## src/rtl/hop_pkg.sv

```systemverilog
package hop_pkg;
  localparam int ADDR_W = 7;
  localparam int DATA_W = 8;
  localparam int CP_W = 4;
  localparam int VA_W = 5;
  localparam int VC_W = 6;
  localparam int FREQ_W = 24;
  localparam int CHAN_W = 4;
  localparam logic [6:0] ADDR_MAIN = 7'h00;
  localparam logic [6:0] ADDR_SOFT_RESET = 7'h02;
  localparam logic [6:0] ADDR_SET_A = 7'h04;
  localparam logic [6:0] ADDR_SET_B = 7'h08;
  localparam logic [6:0] ADDR_SET_END = 7'h0B;
  localparam logic [6:0] ADDR_CALIBRATE = 7'h1B;
  localparam logic [6:0] ADDR_PA_POWER = 7'h1C;
  localparam logic [6:0] ADDR_OVR_CP = 7'h21;
  localparam logic [6:0] ADDR_OVR_VA = 7'h22;
  localparam logic [6:0] ADDR_OVR_VC = 7'h23;
  localparam logic [6:0] ADDR_STATUS = 7'h40;
  localparam logic [6:0] ADDR_RES_CP = 7'h45;
  localparam logic [6:0] ADDR_RES_VA = 7'h46;
  localparam logic [6:0] ADDR_RES_VC = 7'h47;
  localparam logic [1:0] SET_HI = 2'h0;
  localparam logic [1:0] SET_MID = 2'h1;
  localparam logic [1:0] SET_LO = 2'h2;
  localparam logic [1:0] SET_CLK = 2'h3;
  localparam int MAIN_RXTX_BIT = 7;
  localparam int MAIN_SEL_BIT = 6;
  localparam int SOFT_RESET_BIT = 0;
  localparam int CAL_START_BIT = 7;
  localparam int OVR_VA_EN_BIT = 5;
  localparam int OVR_CP_EN_BIT = 6;
  localparam int OVR_VC_EN_BIT = 6;
  localparam int STATUS_CAL_DONE_BIT = 7;
  localparam int STATUS_LOCK_BIT = 4;
  localparam logic [7:0] RST_MAIN = 8'h00;
  localparam logic [7:0] RST_FREQ = 8'h00;
  localparam logic [7:0] RST_CAL = 8'h00;
  localparam logic [7:0] RST_PA = 8'h00;
  localparam logic [7:0] RST_OVR = 8'h00;
  localparam logic [7:0] POLL_LIMIT = 8'hFF;

  typedef enum logic [1:0] {
    OP_WR = 2'b00,
    OP_RD = 2'b01,
    OP_POLL = 2'b10,
    OP_END = 2'b11
  } op_kind_e;

  typedef enum logic [1:0] {
    HS_IDLE = 2'b00,
    HS_RUN = 2'b01,
    HS_WAIT = 2'b10
  } host_state_e;
endpackage

```

## src/rtl/hop_cfg_if.sv

```systemverilog
`timescale 1ns/1ns
interface hop_cfg_if (
  input wire logic clk_sys
);
  logic wr_en;
  logic rd_en;
  logic [6:0] addr;
  logic [7:0] wdata;
  logic [7:0] rdata;
  logic rd_valid;

  modport device (
    input wr_en,
    input rd_en,
    input addr,
    input wdata,
    output rdata,
    output rd_valid
  );

  modport host (
    output wr_en,
    output rd_en,
    output addr,
    output wdata,
    input rdata,
    input rd_valid
  );
endinterface

```

## src/rtl/hop_host.sv

```systemverilog
`timescale 1ns/1ns
module hop_host import hop_pkg::*; (
  input wire logic clk_sys,
  input wire logic rst,
  input wire logic ce,
  hop_cfg_if.host bus,
  input wire logic cmd_valid,
  output logic cmd_ready,
  input wire logic cmd_hop,
  input wire logic [CHAN_W-1:0] cmd_chan,
  input wire logic [FREQ_W-1:0] cmd_freq,
  input wire logic [7:0] cmd_clock,
  input wire logic [7:0] pa_on_level,
  output logic done,
  output logic timeout
);
  host_state_e state_reg;
  host_state_e state_next;
  logic [3:0] step_reg;
  logic hop_reg;
  logic [CHAN_W-1:0] chan_reg;
  logic [FREQ_W-1:0] freq_reg;
  logic [7:0] clock_reg;
  logic sel_reg;
  logic [7:0] poll_cnt_reg;
  logic [CP_W-1:0] cp_mem [0:(1<<CHAN_W)-1];
  logic [VA_W-1:0] va_mem [0:(1<<CHAN_W)-1];
  logic [VC_W-1:0] vc_shared_reg;
  logic wr_reg;
  logic rd_reg;
  logic [6:0] addr_reg;
  logic [7:0] wdata_reg;
  logic done_reg;
  logic timeout_reg;
  op_kind_e op_kind;
  logic [6:0] op_addr;
  logic [7:0] op_data;
  logic [2:0] op_bit;

  wire [6:0] next_set = sel_reg ? ADDR_SET_A : ADDR_SET_B;
  wire [7:0] main_val = sel_reg ? 8'h00 : 8'h40;

  // Each command is a fixed list of register accesses indexed by step.
  always_comb begin
    op_kind = OP_END;
    op_addr = ADDR_MAIN;
    op_data = 8'h00;
    op_bit = 3'h0;
    if (!hop_reg) begin
      unique case (step_reg)
        4'h0: begin op_kind = OP_WR; op_addr = ADDR_OVR_VA; end
        4'h1: begin op_kind = OP_WR; op_addr = ADDR_OVR_VC; end
        4'h2: begin op_kind = OP_WR; op_addr = next_set | 7'h00; op_data = freq_reg[23:16]; end
        4'h3: begin op_kind = OP_WR; op_addr = next_set | 7'h01; op_data = freq_reg[15:8]; end
        4'h4: begin op_kind = OP_WR; op_addr = next_set | 7'h02; op_data = freq_reg[7:0]; end
        4'h5: begin op_kind = OP_WR; op_addr = next_set | 7'h03; op_data = clock_reg; end
        4'h6: begin op_kind = OP_WR; op_addr = ADDR_MAIN; op_data = main_val; end
        4'h7: begin op_kind = OP_WR; op_addr = ADDR_CALIBRATE; op_data = 8'h80; end
        4'h8: begin
          op_kind = OP_POLL;
          op_addr = ADDR_STATUS;
          op_bit = 3'(STATUS_CAL_DONE_BIT);
        end
        4'h9: begin op_kind = OP_RD; op_addr = ADDR_RES_CP; end
        4'hA: begin op_kind = OP_RD; op_addr = ADDR_RES_VA; end
        4'hB: begin op_kind = OP_RD; op_addr = ADDR_RES_VC; end
        default: op_kind = OP_END;
      endcase
    end else begin
      unique case (step_reg)
        4'h0: begin op_kind = OP_WR; op_addr = ADDR_PA_POWER; end
        4'h1: begin op_kind = OP_WR; op_addr = next_set | 7'h00; op_data = freq_reg[23:16]; end
        4'h2: begin op_kind = OP_WR; op_addr = next_set | 7'h01; op_data = freq_reg[15:8]; end
        4'h3: begin op_kind = OP_WR; op_addr = next_set | 7'h02; op_data = freq_reg[7:0]; end
        4'h4: begin op_kind = OP_WR; op_addr = next_set | 7'h03; op_data = clock_reg; end
        4'h5: begin op_kind = OP_WR; op_addr = ADDR_MAIN; op_data = main_val; end
        4'h6: begin
          op_kind = OP_WR;
          op_addr = ADDR_OVR_CP;
          op_data = {4'h0, cp_mem[chan_reg]};
        end
        4'h7: begin
          op_kind = OP_WR;
          op_addr = ADDR_OVR_VA;
          op_data = {2'b01, 1'b1, va_mem[chan_reg]};
        end
        4'h8: begin
          op_kind = OP_WR;
          op_addr = ADDR_OVR_VC;
          op_data = {2'b01, vc_shared_reg};
        end
        4'h9: begin
          op_kind = OP_POLL;
          op_addr = ADDR_STATUS;
          op_bit = 3'(STATUS_LOCK_BIT);
        end
        4'hA: begin op_kind = OP_WR; op_addr = ADDR_PA_POWER; op_data = pa_on_level; end
        default: op_kind = OP_END;
      endcase
    end
  end

  wire accept = (state_reg == HS_IDLE) && cmd_valid;
  wire poll_ok = bus.rdata[op_bit];
  wire poll_expired = (poll_cnt_reg == POLL_LIMIT);

  always_comb begin
    state_next = state_reg;
    unique case (state_reg)
      HS_IDLE: if (cmd_valid) state_next = HS_RUN;
      HS_RUN: begin
        if (op_kind == OP_END) begin
          state_next = HS_IDLE;
        end else if (op_kind != OP_WR) begin
          state_next = HS_WAIT;
        end
      end
      HS_WAIT: begin
        if (bus.rd_valid) begin
          state_next = (op_kind == OP_POLL && !poll_ok && poll_expired) ? HS_IDLE : HS_RUN;
        end
      end
      default: state_next = HS_IDLE;
    endcase
  end

  always_ff @(posedge clk_sys) begin
    if (rst) begin
      state_reg <= HS_IDLE;
      step_reg <= 4'h0;
      hop_reg <= 1'b0;
      chan_reg <= '0;
      freq_reg <= '0;
      clock_reg <= 8'h00;
      sel_reg <= 1'b0;
      poll_cnt_reg <= 8'h00;
      vc_shared_reg <= '0;
      wr_reg <= 1'b0;
      rd_reg <= 1'b0;
      addr_reg <= 7'h00;
      wdata_reg <= 8'h00;
      done_reg <= 1'b0;
      timeout_reg <= 1'b0;
    end else if (ce) begin
      state_reg <= state_next;
      wr_reg <= 1'b0;
      rd_reg <= 1'b0;
      done_reg <= 1'b0;
      if (accept) begin
        hop_reg <= cmd_hop;
        chan_reg <= cmd_chan;
        freq_reg <= cmd_freq;
        clock_reg <= cmd_clock;
        step_reg <= 4'h0;
        poll_cnt_reg <= 8'h00;
        timeout_reg <= 1'b0;
      end
      if (state_reg == HS_RUN) begin
        addr_reg <= op_addr;
        wdata_reg <= op_data;
        if (op_kind == OP_END) begin
          done_reg <= 1'b1;
        end else if (op_kind == OP_WR) begin
          wr_reg <= 1'b1;
          step_reg <= step_reg + 4'h1;
          if (op_addr == ADDR_MAIN) begin
            sel_reg <= !sel_reg;
          end
        end else begin
          rd_reg <= 1'b1;
        end
      end
      if (state_reg == HS_WAIT && bus.rd_valid) begin
        if (op_kind == OP_RD) begin
          step_reg <= step_reg + 4'h1;
          if (op_addr == ADDR_RES_VC) begin
            vc_shared_reg <= bus.rdata[VC_W-1:0];
          end
        end else if (poll_ok) begin
          step_reg <= step_reg + 4'h1;
          poll_cnt_reg <= 8'h00;
        end else if (poll_expired) begin
          timeout_reg <= 1'b1;
          done_reg <= 1'b1;
        end else begin
          poll_cnt_reg <= poll_cnt_reg + 8'h01;
        end
      end
    end
  end

  // The per-channel table stands in for the host's nonvolatile store.
  always_ff @(posedge clk_sys) begin
    if (ce && state_reg == HS_WAIT && bus.rd_valid && op_kind == OP_RD) begin
      if (op_addr == ADDR_RES_CP) begin
        cp_mem[chan_reg] <= bus.rdata[CP_W-1:0];
      end
      if (op_addr == ADDR_RES_VA) begin
        va_mem[chan_reg] <= bus.rdata[VA_W-1:0];
      end
    end
  end

  assign cmd_ready = (state_reg == HS_IDLE);
  assign bus.wr_en = wr_reg;
  assign bus.rd_en = rd_reg;
  assign bus.addr = addr_reg;
  assign bus.wdata = wdata_reg;
  assign done = done_reg;
  assign timeout = timeout_reg;
endmodule

```

## src/flat_wrapper.sv

```systemverilog
// flat-port wrapper written by rule: the top's interface ports become plain ports
module hop_host_flat import hop_pkg::*;
  (clk_sys, rst, ce, cmd_valid, cmd_ready, cmd_hop, cmd_chan, cmd_freq, cmd_clock, pa_on_level, done, timeout, bus_wr_en, bus_rd_en, bus_addr, bus_wdata, bus_rdata, bus_rd_valid);
  hop_cfg_if bus_i (.clk_sys(clk_sys));
  input wire logic clk_sys;
  input wire logic rst;
  input wire logic ce;
  input wire logic cmd_valid;
  output logic cmd_ready;
  input wire logic cmd_hop;
  input wire logic [CHAN_W-1:0] cmd_chan;
  input wire logic [FREQ_W-1:0] cmd_freq;
  input wire logic [7:0] cmd_clock;
  input wire logic [7:0] pa_on_level;
  output logic done;
  output logic timeout;
  output wire logic [$bits(bus_i.wr_en)-1:0] bus_wr_en;
  output wire logic [$bits(bus_i.rd_en)-1:0] bus_rd_en;
  output wire logic [$bits(bus_i.addr)-1:0] bus_addr;
  output wire logic [$bits(bus_i.wdata)-1:0] bus_wdata;
  input wire logic [$bits(bus_i.rdata)-1:0] bus_rdata;
  input wire logic [$bits(bus_i.rd_valid)-1:0] bus_rd_valid;
  assign bus_wr_en = bus_i.wr_en;
  assign bus_rd_en = bus_i.rd_en;
  assign bus_addr = bus_i.addr;
  assign bus_wdata = bus_i.wdata;
  assign bus_i.rdata = bus_rdata;
  assign bus_i.rd_valid = bus_rd_valid;
  hop_host u_core (.clk_sys(clk_sys), .rst(rst), .ce(ce), .bus(bus_i), .cmd_valid(cmd_valid), .cmd_ready(cmd_ready), .cmd_hop(cmd_hop), .cmd_chan(cmd_chan), .cmd_freq(cmd_freq), .cmd_clock(cmd_clock), .pa_on_level(pa_on_level), .done(done), .timeout(timeout));
endmodule
```

## config.mk

```make
export PLATFORM = sky130hd
export DESIGN_NAME = hop_host_flat
export DESIGN_NICKNAME = d
export VERILOG_FILES = /design/src/rtl/hop_pkg.sv /design/src/rtl/hop_cfg_if.sv /design/src/rtl/hop_host.sv /design/src/flat_wrapper.sv
export SDC_FILE = /design/constraint.sdc
export NUM_CORES = 1
export LEC_CHECK = 0
export ABC_AREA = 1
export BUFFER_PORTS_ARGS = -buffer_cell sky130_fd_sc_hd__buf_2
export CAP_MARGIN = 5
export CORE_MARGIN = 5
export CORE_UTILIZATION = 55
export DETAILED_ROUTE_END_ITERATION = 12
export GPL_TIMING_DRIVEN = 0
export PLACE_DENSITY = 0.74
export SLEW_MARGIN = 10
export SYNTH_ARGS = -nofsm -noshare
export SYNTH_HDL_FRONTEND = slang
export SYNTH_SLANG_ARGS = --single-unit
```

## constraint.sdc

```tcl
create_clock -name clk_sys -period 3.5 [get_ports clk_sys]
set_input_delay 0.525 -clock clk_sys [delete_from_list [all_inputs] [get_ports clk_sys]]
set_output_delay 0.525 -clock clk_sys [all_outputs]
set_load 0.02 [all_outputs]
```

==> flow_metrics.tcl <==
set metrics [dict create \
    status "complete, no violations" \
    rows 50 \
    grtUsageTotal_pct 26.2 \
    fin_worst_skew_ps 15.1 \
    fin_area_um2 12300 \
    area_growth_pct 15.1 \
    fp.dieH_um 149 \
    syn_nets 1337 \
    layout_commonest_cell "nand2_1" \
    final_util_pct 64.8 \
    h-tree-depth 1 \
    worstHoldPathType "in -> reg" \
    maxSlewViolCount 0 \
    start_util_pct 56.3 \
    die_w_um 149 \
    synth_area_um2 10600 \
    ys_seq_elements 225 \
    tightest_slew_ps 729 \
    cp.arrival_ps 3460 \
    clock_path_buffers 3 \
    synthesis.instances 1270 \
    cp_max_fo 10 \
    min_period_ps 3290 \
    path_clk_slew_ps 60 \
    pwr-share-clk_pct 39.7 \
    powerDensity_nw_per_um2 507 \
    largest_reg_flops 80 \
    post-cts-setup-buffer-count 0 \
    ant_nets 0 \
    clkLatencyLatePin_ps 520 \
    cts_root_buffer "clkbuf_16" \
    drc 0 \
    finalCritPeriodShare_pct 94.1 \
    drt_pass1_iterations 7 \
    antenna_found_initial 0 \
    core_area_um2 18900 \
    start_kind "register" \
    critPathCaptureType "register" \
    cts_tree "done" \
    fmax_mhz 304 \
    relSlewSlack_pct 51.2 \
    crit_chain "inv_1, ha_2, inv_1, nand2_1, nand2_1, nand3_2, nor4_4, a22oi_2, inv_1, ha_1, inv_1, nor3_4, nand4_4, buf_6, nor2_1" \
    crit_path_top_delay_cell "dfxtp_1" \
    grt-ovfl-total 0 \
    route.detailed.wl_per_inst_um 17.7 \
    final_cell_mix "nand2_1 (337), inv_1 (152), edfxtp_1 (144), nand3_1 (121), o21ai_0 (91)" \
    ios 78 \
    syn_avg_cell_area_um2 8.38 \
    post_drt_via_cell_ratio 5.50 \
    die_area_um2 22200 \
    max_stage_delay_ps 410 \
    drt-total-wl_um 29200 \
    dpl.hpwl_um 20700 \
    numCtsBuffers 24 \
    n_antenna_cell 0 \
    combPwrFrac_pct 13.0 \
    fillers 1667 \
    place_area_um2 11300 \
    p_sw_mw 1.64 \
    cts_num_sinks 225 \
    netSwitchingFraction_pct 26.4 \
    hold_violations 0 \
    cap_violations 0 \
    p_leak_nw 5.07 \
    crit_type "reg -> reg" \
    vias 9058 \
    yosysSeqAreaShare_pct 55.9 \
    yosysWarnings 0 \
    hold_ws_ps 296 \
    internal_power_mw 4.57 \
    numPortBuffers 74 \
    gp_congestion 0.941 \
    layout.nets 1437 \
    power_mw 6.21 \
    drt_iter0_drc 809 \
    ys_types 39 \
    sequentialPowerShare_pct 47.2 \
    grt_pass1_vias 8831 \
    grt_pass1_wl_um 45900 \
    cpMostUsedCell "inv_1" \
    grt_max_degree 34 \
    required_ps 3660 \
    vdd_drop_max_v 0.000379 \
    setup_viol 0 \
    drive_above_1_share_pct 12.3 \
]
-- logic make-up after synthesis --
kind of cell    Yosys count  synth area share, %
compound gates          212                 10.9
xor+xnor                  4                0.329
fa+ha+maj                 9                 1.06
buf+inv                 220                 8.15
flops                   225                 55.9
simple gates            600                 23.7
-- timing repair --
| action | in CTS | in global routing |
|---|---|---|
| hold buffers | 0 | 0 |
| gates resized for setup | 29 | 12 |
| setup endpoints to repair | 148 | 144 |
| pin swaps | 0 | 1 |
| hold endpoints to repair | 0 | 0 |
-- Yosys cell counts --
| cell type | number | area share [%] |
|---|---|---|
| nor4_1 | 1 | 0.059 |
| o21bai_1 | 3 | 0.21 |
| xnor2_1 | 2 | 0.16 |
| xor2_1 | 2 | 0.16 |
| inv_2 | 5 | 0.18 |
| buf_6 | 4 | 0.42 |
| o211ai_1 | 7 | 0.49 |
| nand2_1 | 339 | 12 |
| clkinv_1 | 3 | 0.11 |
| nand3_1 | 123 | 5.8 |
| a2bb2oi_1 | 1 | 0.082 |
| buf_1 | 8 | 0.28 |
| o211a_1 | 1 | 0.094 |
| a21oi_1 | 70 | 3.3 |
| nand4_1 | 5 | 0.29 |
| o21ai_0 | 92 | 4.3 |
| nand2_2 | 4 | 0.24 |
| o22ai_1 | 20 | 1.2 |
| dfxtp_1 | 81 | 15 |
| a31oi_1 | 9 | 0.53 |
| a22oi_1 | 1 | 0.071 |
| clkbuf_1 | 42 | 1.5 |
| nor2_1 | 102 | 3.6 |
| nor2_2 | 9 | 0.53 |
| o21ai_1 | 1 | 0.047 |
| edfxtp_1 | 144 | 41 |
| nor3_1 | 10 | 0.47 |
| nand4_4 | 1 | 0.20 |
| o2111ai_1 | 2 | 0.16 |
| ha_1 | 9 | 1.1 |
| nor3_2 | 1 | 0.094 |
| buf_2 | 3 | 0.14 |
| o221ai_1 | 2 | 0.16 |
| nand3_2 | 2 | 0.19 |
| buf_4 | 2 | 0.14 |
| o21a_1 | 3 | 0.21 |
| nor2_4 | 1 | 0.11 |
| inv_1 | 153 | 5.4 |
| nand2_4 | 2 | 0.21 |
-- power groups by stage --
stage | combinational (mW) | clock, mW | sequential [mW]
6_report | 0.809 | 2.47 | 2.93
5_1_grt | 0.894 | 2.61 | 2.94
4_1_cts | 0.789 | 2.51 | 2.93
3_5_place_dp | 0.777 | 0 | 2.99
3_3_place_gp | 0.767 | 0 | 2.99
2_1_floorplan | 0.483 | 0 | 3.00
-- metrics by stage --
| step | cells | worst slack (ps) | TNS (ps) |
|---|---|---|---|
| finish | 1647 | 206 | 0 |
| global route | 1647 | -13.5 | -155 |
| CTS | 1647 | 8.73 | 0 |
| detailed placement | 1604 | -615 | -59930 |
| global placement | 1604 | -506 | -48940 |
| floorplan | 1270 | 363 | 0 |
-- critical path, delay by kind of cell, from the launching register on --
family / cells / cell delay, ps
AND/OR/NAND/NOR: 7 / 1400
AO/OA/AOI/OAI: 1 / 150
buffers and inverters: 5 / 560
adder cells (fa/ha/maj): 2 / 410
flip-flops: 1 / 410
-- routing by layer --
layer | vias to the layer above | wire, µm | share of wire, % | GRT usage [%]
li1 | 4390 | - | - | -
met1 | 4124 | 11400 | 39 | 33.9
met2 | 451 | 14100 | 48 | 45.0
met3 | 93 | 2560 | 8.8 | 4.04
met4 | 0 | 1170 | 4.0 | 9.52
met5 | - | 0 | 0 | 0
-- final cells by class --
| cell class | count | area, µm² | area share, % |
|---|---|---|---|
| Multi-Input combinational cell | 825 | 3980 | 32.5 |
| Tap cell | 260 | 325 | 2.66 |
| Sequential cell | 225 | 5950 | 48.5 |
| Timing Repair Buffer | 74 | 370 | 3.02 |
| Buffer | 59 | 263 | 2.14 |
| Clock inverter | 12 | 115 | 0.940 |
| Clock buffer | 31 | 648 | 5.29 |
| Inverter | 161 | 604 | 4.93 |
-- worst paths after layout --
| kind | startpoint | to | slack, ps | depth (start not counted) |
|---|---|---|---|---|
| max reg2reg | u_core.step_reg[1] | u_core.va_mem[10][0] | 210 | 15 |
| min reg2reg | u_core.freq_reg[7] | u_core.freq_reg[7] | 470 | 2 |
| min | cmd_freq[0] | u_core.freq_reg[0] | 300 | 3 |
| max | u_core.step_reg[1] | u_core.va_mem[10][0] | 210 | 15 |
Note: power is estimated with default switching activity, not from simulation.
